### src/verilog/smtb_pkg.sv
// constants of the switching matrix time base
package smtb_pkg;

   // ---------------------------------------------------------------
   // link geometry
   // ---------------------------------------------------------------
   localparam int unsigned SMTB_LINKS = 8;
   localparam int unsigned SMTB_SLOT_BITS = 8;
   localparam int unsigned SMTB_WORD_W = SMTB_LINKS * SMTB_SLOT_BITS;
   localparam int unsigned SMTB_CHAN_W = 5;
   localparam int unsigned SMTB_PHASE_W = 4;
   localparam int unsigned SMTB_CM_ADDR_W = 8;
   localparam int unsigned SMTB_BUF_DEPTH = 2;

   // ---------------------------------------------------------------
   // counter values
   // ---------------------------------------------------------------
   localparam logic [4:0] SMTB_LAST_CH_32 = 5'h1f;
   localparam logic [4:0] SMTB_LAST_CH_24 = 5'h17;
   localparam logic [4:0] SMTB_CH_ZERO = 5'h00;
   localparam logic [4:0] SMTB_CH_ONE = 5'h01;
   localparam logic [3:0] SMTB_PHASE_ZERO = 4'h0;
   localparam logic [3:0] SMTB_PHASE_LAST = 4'hf;
   localparam logic [7:0] SMTB_RING_RESET = 8'h01;
   localparam int unsigned SMTB_HALF_SLOT_BIT = 3;

   // ---------------------------------------------------------------
   // timing
   // ---------------------------------------------------------------
   localparam int unsigned SMTB_SYS_PERIOD_PS = 25000;
   localparam int unsigned SMTB_MASTER_LOSS_NS = 488;
   localparam int unsigned SMTB_LOSS_CYC = (SMTB_MASTER_LOSS_NS * 1000) / SMTB_SYS_PERIOD_PS;
   localparam int unsigned SMTB_GAP_W = 5;

endpackage

### src/verilog/smtb_pair_buf.sv
// small valid/ready buffer for speech memory write words
`timescale 1ns/1ps
module smtb_pair_buf #(
   parameter int unsigned W = 8,
   parameter int unsigned DEPTH = 2
) (
   input wire logic clk_sys_i,
   input wire logic rstn_i,
   input wire logic in_valid_i,
   output logic in_ready_o,
   input wire logic [W-1:0] in_data_i,
   output logic out_valid_o,
   input wire logic out_ready_i,
   output logic [W-1:0] out_data_o
);
   localparam int unsigned AW = (DEPTH > 1) ? $clog2(DEPTH) : 1;

   logic [W-1:0] mem_q [DEPTH];
   logic [AW-1:0] wr_q;
   logic [AW-1:0] rd_q;
   logic [AW:0] cnt_q;
   logic push;
   logic pop;

   assign in_ready_o = (cnt_q < (AW+1)'(DEPTH));
   assign out_valid_o = (cnt_q != '0);
   assign out_data_o = mem_q[rd_q];
   assign push = in_valid_i & in_ready_o;
   assign pop = out_valid_o & out_ready_i;

   always_ff @(posedge clk_sys_i) begin
      if (push) begin
         mem_q[wr_q] <= in_data_i;
      end
   end

   always_ff @(posedge clk_sys_i) begin
      if (!rstn_i) begin
         wr_q <= '0;
         rd_q <= '0;
         cnt_q <= '0;
      end else begin
         if (push) begin
            wr_q <= (wr_q == AW'(DEPTH - 1)) ? '0 : wr_q + 1'b1;
         end
         if (pop) begin
            rd_q <= (rd_q == AW'(DEPTH - 1)) ? '0 : rd_q + 1'b1;
         end
         if (push && !pop) begin
            cnt_q <= cnt_q + 1'b1;
         end else if (pop && !push) begin
            cnt_q <= cnt_q - 1'b1;
         end
      end
   end

endmodule

### src/verilog/smtb_time_base.sv
// time base, ring phases, channel counters and slot conversion
`timescale 1ns/1ps

// Notes on behaviour
// - all timing derives from the 4.096 MHz master input and 8 kHz frame pulse.
// - two ring counters give eight input and eight output ring phases.
// - one resettable counter divides master clock; 244 ns stages build 3.9 us slots.
// - half slot phase splits each slot into interface half and PCM half.
// - control read and speech address counters advance with the slot counter.
// - control read counter holds output channel plus one.
// - speech address counter holds input channel minus one.
// - eight input links and eight output links, 32 channels each.
// - 32-slot frame: slots 0 to 31, eight bits each, 256 bits.
// - 24-channel mode runs eight links of 24 channels.
// - each channel carries one eight-bit sample per 125 us frame.
// - any input channel may reach any output channel without blocking.
// - connections are kept through an eight-bit processor port.
// - bits sampled at 488 ns strobe, slot bytes written with one pulse.
// - second half of each slot reads control store eight times.
module smtb_time_base
   import smtb_pkg::*;
(
   input wire logic clk_sys_i,
   input wire logic rstn_i,
   input wire logic master_timing_i,
   input wire logic frame_sync_i,
   input wire logic fmt_24_i,
   input wire logic [smtb_pkg::SMTB_LINKS-1:0] pcm_in_i,
   input wire logic [smtb_pkg::SMTB_WORD_W-1:0] slot_data_i,
   output logic [smtb_pkg::SMTB_LINKS-1:0] pcm_out_o,
   output logic sm_wr_valid_o,
   input wire logic sm_wr_ready_i,
   output logic [smtb_pkg::SMTB_CHAN_W-1:0] sm_wr_addr_o,
   output logic [smtb_pkg::SMTB_WORD_W-1:0] sm_wr_data_o,
   output logic sm_overrun_o,
   output logic cm_rd_o,
   output logic [smtb_pkg::SMTB_CM_ADDR_W-1:0] cm_rd_addr_o,
   output logic half_slot_phase_o,
   output logic bit_sample_strobe_o,
   output logic [smtb_pkg::SMTB_PHASE_W-1:0] slot_phase_counter_o,
   output logic [smtb_pkg::SMTB_SLOT_BITS-1:0] input_ring_phases_o,
   output logic [smtb_pkg::SMTB_SLOT_BITS-1:0] output_ring_phases_o,
   output logic [smtb_pkg::SMTB_CHAN_W-1:0] control_read_counter_o,
   output logic [smtb_pkg::SMTB_CHAN_W-1:0] speech_address_counter_o,
   output logic timing_lost_o
);
   import smtb_pkg::*;

   // ---------------------------------------------------------------
   // master tick and frame alignment
   // ---------------------------------------------------------------
   logic master_q;
   logic sync_q;
   logic tick;
   logic frame_start;
   logic slot_end;
   logic [4:0] last_ch;

   // inputs are synchronous, so one register suffices for edge detect
   assign tick = master_timing_i & ~master_q;
   assign frame_start = tick & frame_sync_i & ~sync_q;
   assign last_ch = fmt_24_i ? SMTB_LAST_CH_24 : SMTB_LAST_CH_32;

   always_ff @(posedge clk_sys_i) begin
      if (!rstn_i) begin
         master_q <= 1'b1;
         sync_q <= 1'b0;
      end else begin
         master_q <= master_timing_i;
         if (tick) begin
            sync_q <= frame_sync_i;
         end
      end
   end

   // ---------------------------------------------------------------
   // slot phase counter and channel counter
   // ---------------------------------------------------------------
   logic [3:0] phase_q;
   logic [4:0] chan_q;

   assign slot_end = tick & (phase_q == SMTB_PHASE_LAST);

   always_ff @(posedge clk_sys_i) begin
      if (!rstn_i) begin
         phase_q <= SMTB_PHASE_ZERO;
         chan_q <= SMTB_CH_ZERO;
      end else if (frame_start) begin
         phase_q <= SMTB_PHASE_ZERO;
         chan_q <= SMTB_CH_ZERO;
      end else if (tick) begin
         phase_q <= phase_q + 4'h1;
         if (phase_q == SMTB_PHASE_LAST) begin
            chan_q <= (chan_q >= last_ch) ? SMTB_CH_ZERO : chan_q + 5'h01;
         end
      end
   end

   // ---------------------------------------------------------------
   // control read and speech address counters
   // ---------------------------------------------------------------
   logic [4:0] ctrl_q;
   logic [4:0] speech_q;

   always_ff @(posedge clk_sys_i) begin
      if (!rstn_i) begin
         ctrl_q <= SMTB_CH_ONE;
         speech_q <= last_ch;
      end else if (frame_start) begin
         ctrl_q <= SMTB_CH_ONE;
         speech_q <= last_ch;
      end else if (slot_end) begin
         ctrl_q <= (ctrl_q >= last_ch) ? SMTB_CH_ZERO : ctrl_q + 5'h01;
         speech_q <= (speech_q >= last_ch) ? SMTB_CH_ZERO : speech_q + 5'h01;
      end
   end

   // ---------------------------------------------------------------
   // ring counters
   // ---------------------------------------------------------------
   logic [7:0] in_ring_q;
   logic [7:0] out_ring_q;

   // kept as true rings rather than decodes so each phase is glitch free
   always_ff @(posedge clk_sys_i) begin
      if (!rstn_i || frame_start) begin
         in_ring_q <= SMTB_RING_RESET;
      end else if (tick && phase_q[0]) begin
         in_ring_q <= {in_ring_q[6:0], in_ring_q[7]};
      end
   end

   always_ff @(posedge clk_sys_i) begin
      if (!rstn_i || frame_start) begin
         out_ring_q <= SMTB_RING_RESET;
      end else if (tick && phase_q[0]) begin
         out_ring_q <= {out_ring_q[6:0], out_ring_q[7]};
      end
   end

   // ---------------------------------------------------------------
   // input capture and speech memory write
   // ---------------------------------------------------------------
   logic [SMTB_WORD_W-1:0] cap_q;
   logic push_valid_q;
   logic [SMTB_CHAN_W-1:0] push_addr_q;
   logic [SMTB_WORD_W-1:0] push_word_q;
   logic push_ready;
   logic [SMTB_CHAN_W+SMTB_WORD_W-1:0] buf_out;

   // mid-bit sampling point, first bit of a slot lands in bit 7
   always_ff @(posedge clk_sys_i) begin
      if (!rstn_i) begin
         cap_q <= '0;
      end else if (tick && !phase_q[0]) begin
         for (int l = 0; l < SMTB_LINKS; l++) begin
            for (int b = 0; b < SMTB_SLOT_BITS; b++) begin
               if (in_ring_q[b]) begin
                  cap_q[l*SMTB_SLOT_BITS + SMTB_SLOT_BITS-1-b] <= pcm_in_i[l];
               end
            end
         end
      end
   end

   always_ff @(posedge clk_sys_i) begin
      if (!rstn_i) begin
         push_valid_q <= 1'b0;
         push_addr_q <= '0;
         push_word_q <= '0;
         sm_overrun_o <= 1'b0;
      end else begin
         push_valid_q <= slot_end;
         sm_overrun_o <= push_valid_q & ~push_ready;
         if (slot_end) begin
            push_addr_q <= speech_q;
            push_word_q <= cap_q;
         end
      end
   end

   // two entries ride out a receiver stall of up to two slots
   smtb_pair_buf #(
      .W(SMTB_CHAN_W + SMTB_WORD_W),
      .DEPTH(SMTB_BUF_DEPTH)
   ) u_wr_buf (
      .clk_sys_i(clk_sys_i),
      .rstn_i(rstn_i),
      .in_valid_i(push_valid_q),
      .in_ready_o(push_ready),
      .in_data_i({push_addr_q, push_word_q}),
      .out_valid_o(sm_wr_valid_o),
      .out_ready_i(sm_wr_ready_i),
      .out_data_o(buf_out)
   );

   assign sm_wr_addr_o = buf_out[SMTB_CHAN_W+SMTB_WORD_W-1:SMTB_WORD_W];
   assign sm_wr_data_o = buf_out[SMTB_WORD_W-1:0];

   // ---------------------------------------------------------------
   // output conversion
   // ---------------------------------------------------------------
   logic [SMTB_WORD_W-1:0] out_word_q;

   always_ff @(posedge clk_sys_i) begin
      if (!rstn_i) begin
         out_word_q <= '0;
      end else if (slot_end) begin
         out_word_q <= slot_data_i; // single transfer per slot
      end
   end

   always_ff @(posedge clk_sys_i) begin
      if (!rstn_i) begin
         pcm_out_o <= '0;
      end else if (tick && !phase_q[0]) begin
         for (int l = 0; l < SMTB_LINKS; l++) begin
            for (int b = 0; b < SMTB_SLOT_BITS; b++) begin
               if (out_ring_q[b]) begin
                  pcm_out_o[l] <= out_word_q[l*SMTB_SLOT_BITS + SMTB_SLOT_BITS-1-b];
               end
            end
         end
      end
   end

   // ---------------------------------------------------------------
   // control store reads and phase outputs
   // ---------------------------------------------------------------
   always_ff @(posedge clk_sys_i) begin
      if (!rstn_i) begin
         cm_rd_o <= 1'b0;
         cm_rd_addr_o <= '0;
         bit_sample_strobe_o <= 1'b0;
      end else begin
         cm_rd_o <= tick & phase_q[SMTB_HALF_SLOT_BIT];
         if (tick && phase_q[SMTB_HALF_SLOT_BIT]) begin
            cm_rd_addr_o <= {phase_q[2:0], ctrl_q};
         end
         bit_sample_strobe_o <= tick & ~phase_q[0];
      end
   end

   assign half_slot_phase_o = phase_q[SMTB_HALF_SLOT_BIT];
   assign slot_phase_counter_o = phase_q;
   assign input_ring_phases_o = in_ring_q;
   assign output_ring_phases_o = out_ring_q;
   assign control_read_counter_o = ctrl_q;
   assign speech_address_counter_o = speech_q;

   // ---------------------------------------------------------------
   // master clock loss watch
   // ---------------------------------------------------------------
   logic [SMTB_GAP_W-1:0] gap_q;

   always_ff @(posedge clk_sys_i) begin
      if (!rstn_i) begin
         gap_q <= '0;
         timing_lost_o <= 1'b0;
      end else if (tick) begin
         gap_q <= '0;
         timing_lost_o <= 1'b0;
      end else begin
         if (gap_q < SMTB_GAP_W'(SMTB_LOSS_CYC)) begin
            gap_q <= gap_q + 1'b1;
         end
         timing_lost_o <= (gap_q >= SMTB_GAP_W'(SMTB_LOSS_CYC));
      end
   end
endmodule
### config.mk
export PLATFORM = sky130hd
export DESIGN_NAME = smtb_time_base
export DESIGN_NICKNAME = d
export VERILOG_FILES = /design/src/verilog/smtb_pkg.sv /design/src/verilog/smtb_pair_buf.sv /design/src/verilog/smtb_time_base.sv
export SDC_FILE = /design/constraint.sdc
export NUM_CORES = 1
export LEC_CHECK = 0
export ABC_CLOCK_PERIOD_IN_PS = 5500
export BUFFER_PORTS_ARGS = -buffer_cell sky130_fd_sc_hd__buf_2
export CORE_MARGIN = 3
export CORE_UTILIZATION = 45
export CTS_CLUSTER_DIAMETER = 60
export CTS_CLUSTER_SIZE = 40
export DETAILED_ROUTE_END_ITERATION = 12
export PLACE_DENSITY = 0.74
export SETUP_SLACK_MARGIN = 0.02
export SYNTH_ARGS = -nofsm -noshare
export SYNTH_HDL_FRONTEND = slang
export SYNTH_SLANG_ARGS = --single-unit
### constraint.sdc
create_clock -name clk_sys_i -period 5.5 [get_ports clk_sys_i]
set_input_delay 0 -clock clk_sys_i [delete_from_list [all_inputs] [get_ports clk_sys_i]]
set_output_delay 0 -clock clk_sys_i [all_outputs]
set_load 0.03 [all_outputs]
# Yosys cells after proc, flatten, opt, wreduce, memory -nomap -nowiden
# Memory sizes are Yosys's and may differ from the RTL's. A register that Yosys moved wholly into a read port is not among the register bits.
# Cells that the tools add are included.
dict set report totals {
  out_inout_bits 121
  regBits 259
  input_bits 78
  wordCells 161
  n_memories 1
  ram_bits 138
}
dict set report classes {
  add_sub_neg 8
  reduce_logical 24
  mux 78
  n_eq_ne 2
  n_lt_le_gt_ge 5
  bitwise_logic 14
}
# name depth width rd rd_clocked_by_memory_dff wr line
set memory_table {}
lappend memory_table {u_wr_buf.mem_q 2 69 1 1 1 smtb_pair_buf.sv:18} ;# logic [W-1:0] mem_q [DEPTH];
# operator count
set op_table {}
lappend op_table {{1-bit 2-to-1 mux} 70}
lappend op_table {{5-bit 2-to-1 mux} 5}
lappend op_table {{2-bit AND reduction} 9}
lappend op_table {{5-bit by 1-bit adder with 5-bit output, second input constant} 3}
lappend op_table {{5-bit greater-or-equal comparator} 2}
lappend op_table {{1-bit AND} 9}
lappend op_table {{8-bit nonzero test} 1}
lappend op_table {{5-bit greater-or-equal comparator, second input constant} 1}
lappend op_table {{1-bit logical AND} 5}
lappend op_table {{5-bit < comparator, second input constant} 1}
lappend op_table {{1-bit inverter} 5}
lappend op_table {{4-bit by 1-bit adder with 4-bit output, second input constant} 1}
lappend op_table {{4-bit == test, second input constant} 1}
lappend op_table {{1-bit zero test} 4}
lappend op_table {{2-bit 2-to-1 mux} 2}
lappend op_table {{4-bit 2-to-1 mux} 1}
lappend op_table {{2-bit nonzero test} 2}
lappend op_table {{2-bit OR reduction} 2}
lappend op_table {{3-bit by 1-bit inequality test with 1-bit output, second input constant} 1}
lappend op_table {{1-bit adder, second input constant} 2}
lappend op_table {{2-bit by 1-bit adder with 2-bit output, second input constant} 1}
lappend op_table {{2-bit < comparator, second input constant} 1}
lappend op_table {{2-bit by 1-bit subtractor with 2-bit output, second input constant} 1}
lappend op_table {{1-bit logical OR} 1}

# Depth between registers and ports, before layout
dict set report logic_depth {
  word_depth 8
  ltp_mapped 7
  depth_no_buf 6
}

# Cells and area by module
# Synthesis repeated with hierarchy kept, for this count alone.
dict set report hier_totals {
  cells_unflattened 1452
  hier_area_um2 14944.3
}
# module instances cells_each seq_area_each_um2 area_each_um2
set by_module_without_submodules {}
lappend by_module_without_submodules {smtb_time_base 1 1214 5154.9 9698.1}
lappend by_module_without_submodules {smtb_pair_buf 1 238 4244.1 5246.3}

# Least setup slack after synthesis
# Ideal clock, no wire load.
dict set report synth_timing {
  path_type {register -> register}
  from {register push_valid_q}
  to {memory u_wr_buf.mem_q[0][0] (netlist bit) (enable)}
  path_stages_with_launch 3
  n_path_buf 0
  synth_period_minus_slack_ps 4134
  setup_time_ps 506
  t_required_ps 4994
  t_arrival_ps 3628
  path_slack_ps 1366
  path_cell_list {dfxtp_1 -> nor2b_1 -> nor2b_1}
}
dict set report synth_between {
  elab_chain_cells 3
}
# item line
set synth_lines {}
lappend synth_lines {{from (decl)} smtb_time_base.sv:145} ;# logic push_valid_q;
lappend synth_lines {{from (signal assigned)} smtb_time_base.sv:173} ;# push_valid_q <= slot_end;
lappend synth_lines {{1-bit AND} smtb_pair_buf.sv:28} ;# assign push = in_valid_i & in_ready_o;
lappend synth_lines {{named net u_wr_buf.push} smtb_pair_buf.sv:22} ;# logic push;
lappend synth_lines {{1-bit 2-to-1 mux} smtb_pair_buf.sv:32} ;# if (push) begin
lappend synth_lines {{1-bit 2-to-1 mux (implied by the code)} smtb_pair_buf.sv:33} ;# mem_q[wr_q] <= in_data_i;
lappend synth_lines {{to (decl)} smtb_pair_buf.sv:18}
# The timed path passes the listed nets, and every way through them passes these cells.

# Worst setup path in the final report
dict set report layout_timing {
  from {register master_q}
  to {register push_word_q[28]}
}
dict set report layout_between {
  elab_chain_cells 3
}
# item line
set layout_lines {}
lappend layout_lines {{from (decl)} smtb_time_base.sv:52} ;# logic master_q;
lappend layout_lines {{from (signal assigned)} smtb_time_base.sv:69} ;# master_q <= master_timing_i;
lappend layout_lines {{1-bit inverter} smtb_time_base.sv:60} ;# assign tick = master_timing_i & ~master_q;
lappend layout_lines {{1-bit AND} smtb_time_base.sv:60}
lappend layout_lines {{1-bit AND} smtb_time_base.sv:82} ;# assign slot_end = tick & (phase_q == SMTB_PHASE_LAST);
lappend layout_lines {{to (signal assigned)} smtb_time_base.sv:177} ;# push_word_q <= cap_q;
lappend layout_lines {{to (decl)} smtb_time_base.sv:147} ;# logic [SMTB_WORD_W-1:0] push_word_q;
# No other way between the ends.
# A chain may end at the register's enable or synchronous reset.

==> impl_metrics.json <==
{
  "postSynth.asyncResetShare": 0,
  "reg2reg_slack_ns": 2.78,
  "synth_simple_gate_area_frac": 0.150,
  "finalNonFillerCells": 2144,
  "grt_remaining_overflow": 0,
  "synth-adder-area-share": 0.00570,
  "cts_buffers": 27,
  "finalCriticalPeriod_ns": 2.72,
  "synth-seq-area-share": 0.612,
  "row_count": 67,
  "grt_pass1_wl_um": 58200,
  "relSlewSlack": 0.204,
  "yosys.area_share.xor_xnor": 0.00798,
  "powerDensity_nw_per_um2": 309,
  "antenna_found_initial": 0,
  "hold_buffers": 77,
  "clock-root-buffer": "clkbuf_16",
  "clk_latency_ns": 0.56,
  "p_int_mw": 4.26,
  "die_w_um": 191,
  "syn_avg_cell_area_sq_um": 10.5,
  "switchingPower_mw": 1.42,
  "whs_ns": 0.0583,
  "p_leak_nw": 6.12,
  "synth_mux_area_frac": 0.0590,
  "synth_ff_type": "dfxtp_1",
  "combPwrFrac": 0.056,
  "worst_r2r_endpoint": "push_word_q[28]",
  "fp.dieH_um": 191,
  "p_seq_frac": 0.538,
  "io-pin-count": 199,
  "yosysTopAreaCell": "dfxtp_1",
  "clk_pin_slew_worst_paths_ns": 0.09,
  "die_area_sq_um": 36400,
  "core_sq_um": 33600,
  "rr_startpoint": "master_q",
  "area_growth_pct": 19.6,
  "synth-edff-count": 143,
  "final_cell_mix": "nand2_1, dfxtp_1, a21boi_0",
  "switching_share": 0.249,
  "required_ns": 5.97,
  "dp_slack_ns": 2.85,
  "diodes": 0,
  "cp-start-kind": "register",
  "wire_per_inst_um": 17.3,
  "hold_viol_final": 0,
  "setup_tns_ns": 0,
  "setup_viol": 0,
  "worstMarginPinSlew_ns": 1.19,
  "hpwl_um": 22500,
  "routed_wl_um": 37100,
  "status": "complete, no violations",
  "finalCritPeriodShare": 0.495,
  "fin_nets": 1761,
  "synth_cell_type_count": 49,
  "vias": 11100,
  "finalPower_mw": 5.68,
  "hold_class": "in2reg",
  "critPathArrivalTime_ns": 3.20,
  "cts_setup_buffers": 0,
  "max-vdd-ir-drop_v": 0.000228,
  "fin_ws_ns": 2.78,
  "ctsResizeCount": 0,
  "fillers": 2833,
  "drtIter0Drc": 616,
  "grt_usage": 0.200,
  "cp-end-kind": "register",
  "ys_warn_count": 0,
  "synth_compound_area_frac": 0.134,
  "fin_util": 0.547,
  "synth.cell_area_sq_um": 15400,
  "synthTopCellsByArea": "dfxtp_1, edfxtp_1, nand2_1",
  "firstDrtPassIters": 5,
  "pwr-share-clk": 0.407,
  "crit_fanout": 97,
  "crit_end": "push_word_q[28]",
  "critical_path.startpoint": "master_q",
  "yosysTopAreaCellShare": 0.332,
  "final_area_sq_um": 18400,
  "drive_above_1_share": 0.199,
  "fin_skew_ns": 0.0176,
  "worst-setup-path-type": "reg2reg",
  "reg2reg_depth": 5,
  "synth_seq_cells": 398,
  "synth_top_family_by_area": "simple AND/OR/NAND/NOR gates",
  "grt_pass1_vias": 10900,
  "slew_viol_final": 0,
  "cts.sinks": 398,
  "max_freq_mhz": 367,
  "syn_inst": 1465,
  "port_buffers": 198,
  "syn_nets": 1550,
  "vias_per_cell": 5.18,
  "start_util": 0.457,
  "drc": 0,
  "cts_tree": "built",
  "maxCapViolCount": 0,
  "htree_levels": 1,
  "dpl.cell_count": 2018,
  "cts_buffer_depth": 3,
  "ant_nets": 0,
  "layout_commonest_cell": "nand2_1",
  "rsz0062_at_grt": "false",
  "grt_max_degree": 140,
  "globalplace.congestion": 0.829,
  "dpl_cell_area_sq_um": 16500
}
==> registers in the layout, summed over array words and instances (netlist names), 8 cells and up, named ones only <==
name	flops
out_word_q	64
cap_q	64
output_ring_phases_o	8
pcm_out_o	8
u_wr_buf.mem_q	138
push_word_q	64
input_ring_phases_o	8
cm_rd_addr_o	8
==> worst max-delay path, cell delays in order, from the launching register on <==
cell      delay, ns
dfxtp_1        0.34
nand2b_1       0.40
or2_4          0.98
buf_4          0.56
nand2_1        0.12
a21boi_0       0.22
==> area by class of cell <==
class,instances,area (sq um),share of cell area
Multi-Input combinational cell,956,5500,0.299
Clock inverter,22,383,0.0208
Clock buffer,27,676,0.0368
Sequential cell,398,9400,0.511
Timing Repair Buffer,283,1820,0.0993
Tap cell,448,561,0.0305
Inverter,10,37.5,0.00204
==> power by group through the flow <==
stage | clock network [mW] | logic, mW | registers (mW)
after floorplan | 0 | 0.180 | 3.13
after global placement | 0 | 0.270 | 3.12
after detailed placement | 0 | 0.272 | 3.12
after CTS | 2.35 | 0.316 | 3.05
after global routing | 2.47 | 0.339 | 3.06
final | 2.31 | 0.317 | 3.05
==> cell families after synthesis <==
kind of cell	count (synthesis)
AO/OA/AOI/OAI	289
multiplexers	82
buffers and inverters	111
AND/OR/NAND/NOR	564
flip-flops	398
adder cells (fa/ha/maj)	7
XOR/XNOR	14
==> per-layer routing <==
metal / global-route usage / part of all wire / vias to the layer above
met5: 0 / 0 / -
met4: 0.0706 / 0.036 / 0
met3: 0.0393 / 0.070 / 81
met2: 0.343 / 0.49 / 397
met1: 0.252 / 0.41 / 5249
li1: - / - / 5372
==> worst min path at each step <==
stage                               start         endpoint  slack, ns  cells past startpoint
after global routing               rstn_i  push_word_q[63]       0.06                      2
final                              rstn_i        cap_q[29]       0.06                      2
after CTS                          rstn_i    u_wr_buf.wr_q       0.03                      2
after floorplan           master_timing_i         master_q       0.10                      1
after detailed placement  master_timing_i         master_q       0.24                      2
after global placement    master_timing_i         master_q       0.21                      2
==> cells in the mapped netlist, types with 2 or more instances <==
cell       number
a2111oi_0       4
a211o_1         2
a211oi_1        7
a21boi_0      204
a21boi_1        4
a21oi_1        38
a221oi_1        6
a31oi_1         2
and2_1         16
and2b_2         3
and3_1          2
buf_1          10
buf_2          28
buf_4           3
buf_6           2
clkbuf_1       55
clkbuf_2        2
dfxtp_1       255
edfxtp_1      143
ha_1            7
inv_1          10
mux2_2         69
mux2i_1        13
nand2_1       471
nand2b_1        3
nand3_1        13
nor2_1         23
nor2b_1        10
nor3_1          2
nor3b_1         6
o21a_1          3
o21ai_0        14
or3_1           7
xnor2_1         7
xor2_1          7
(Power assumes the default switching activity.)
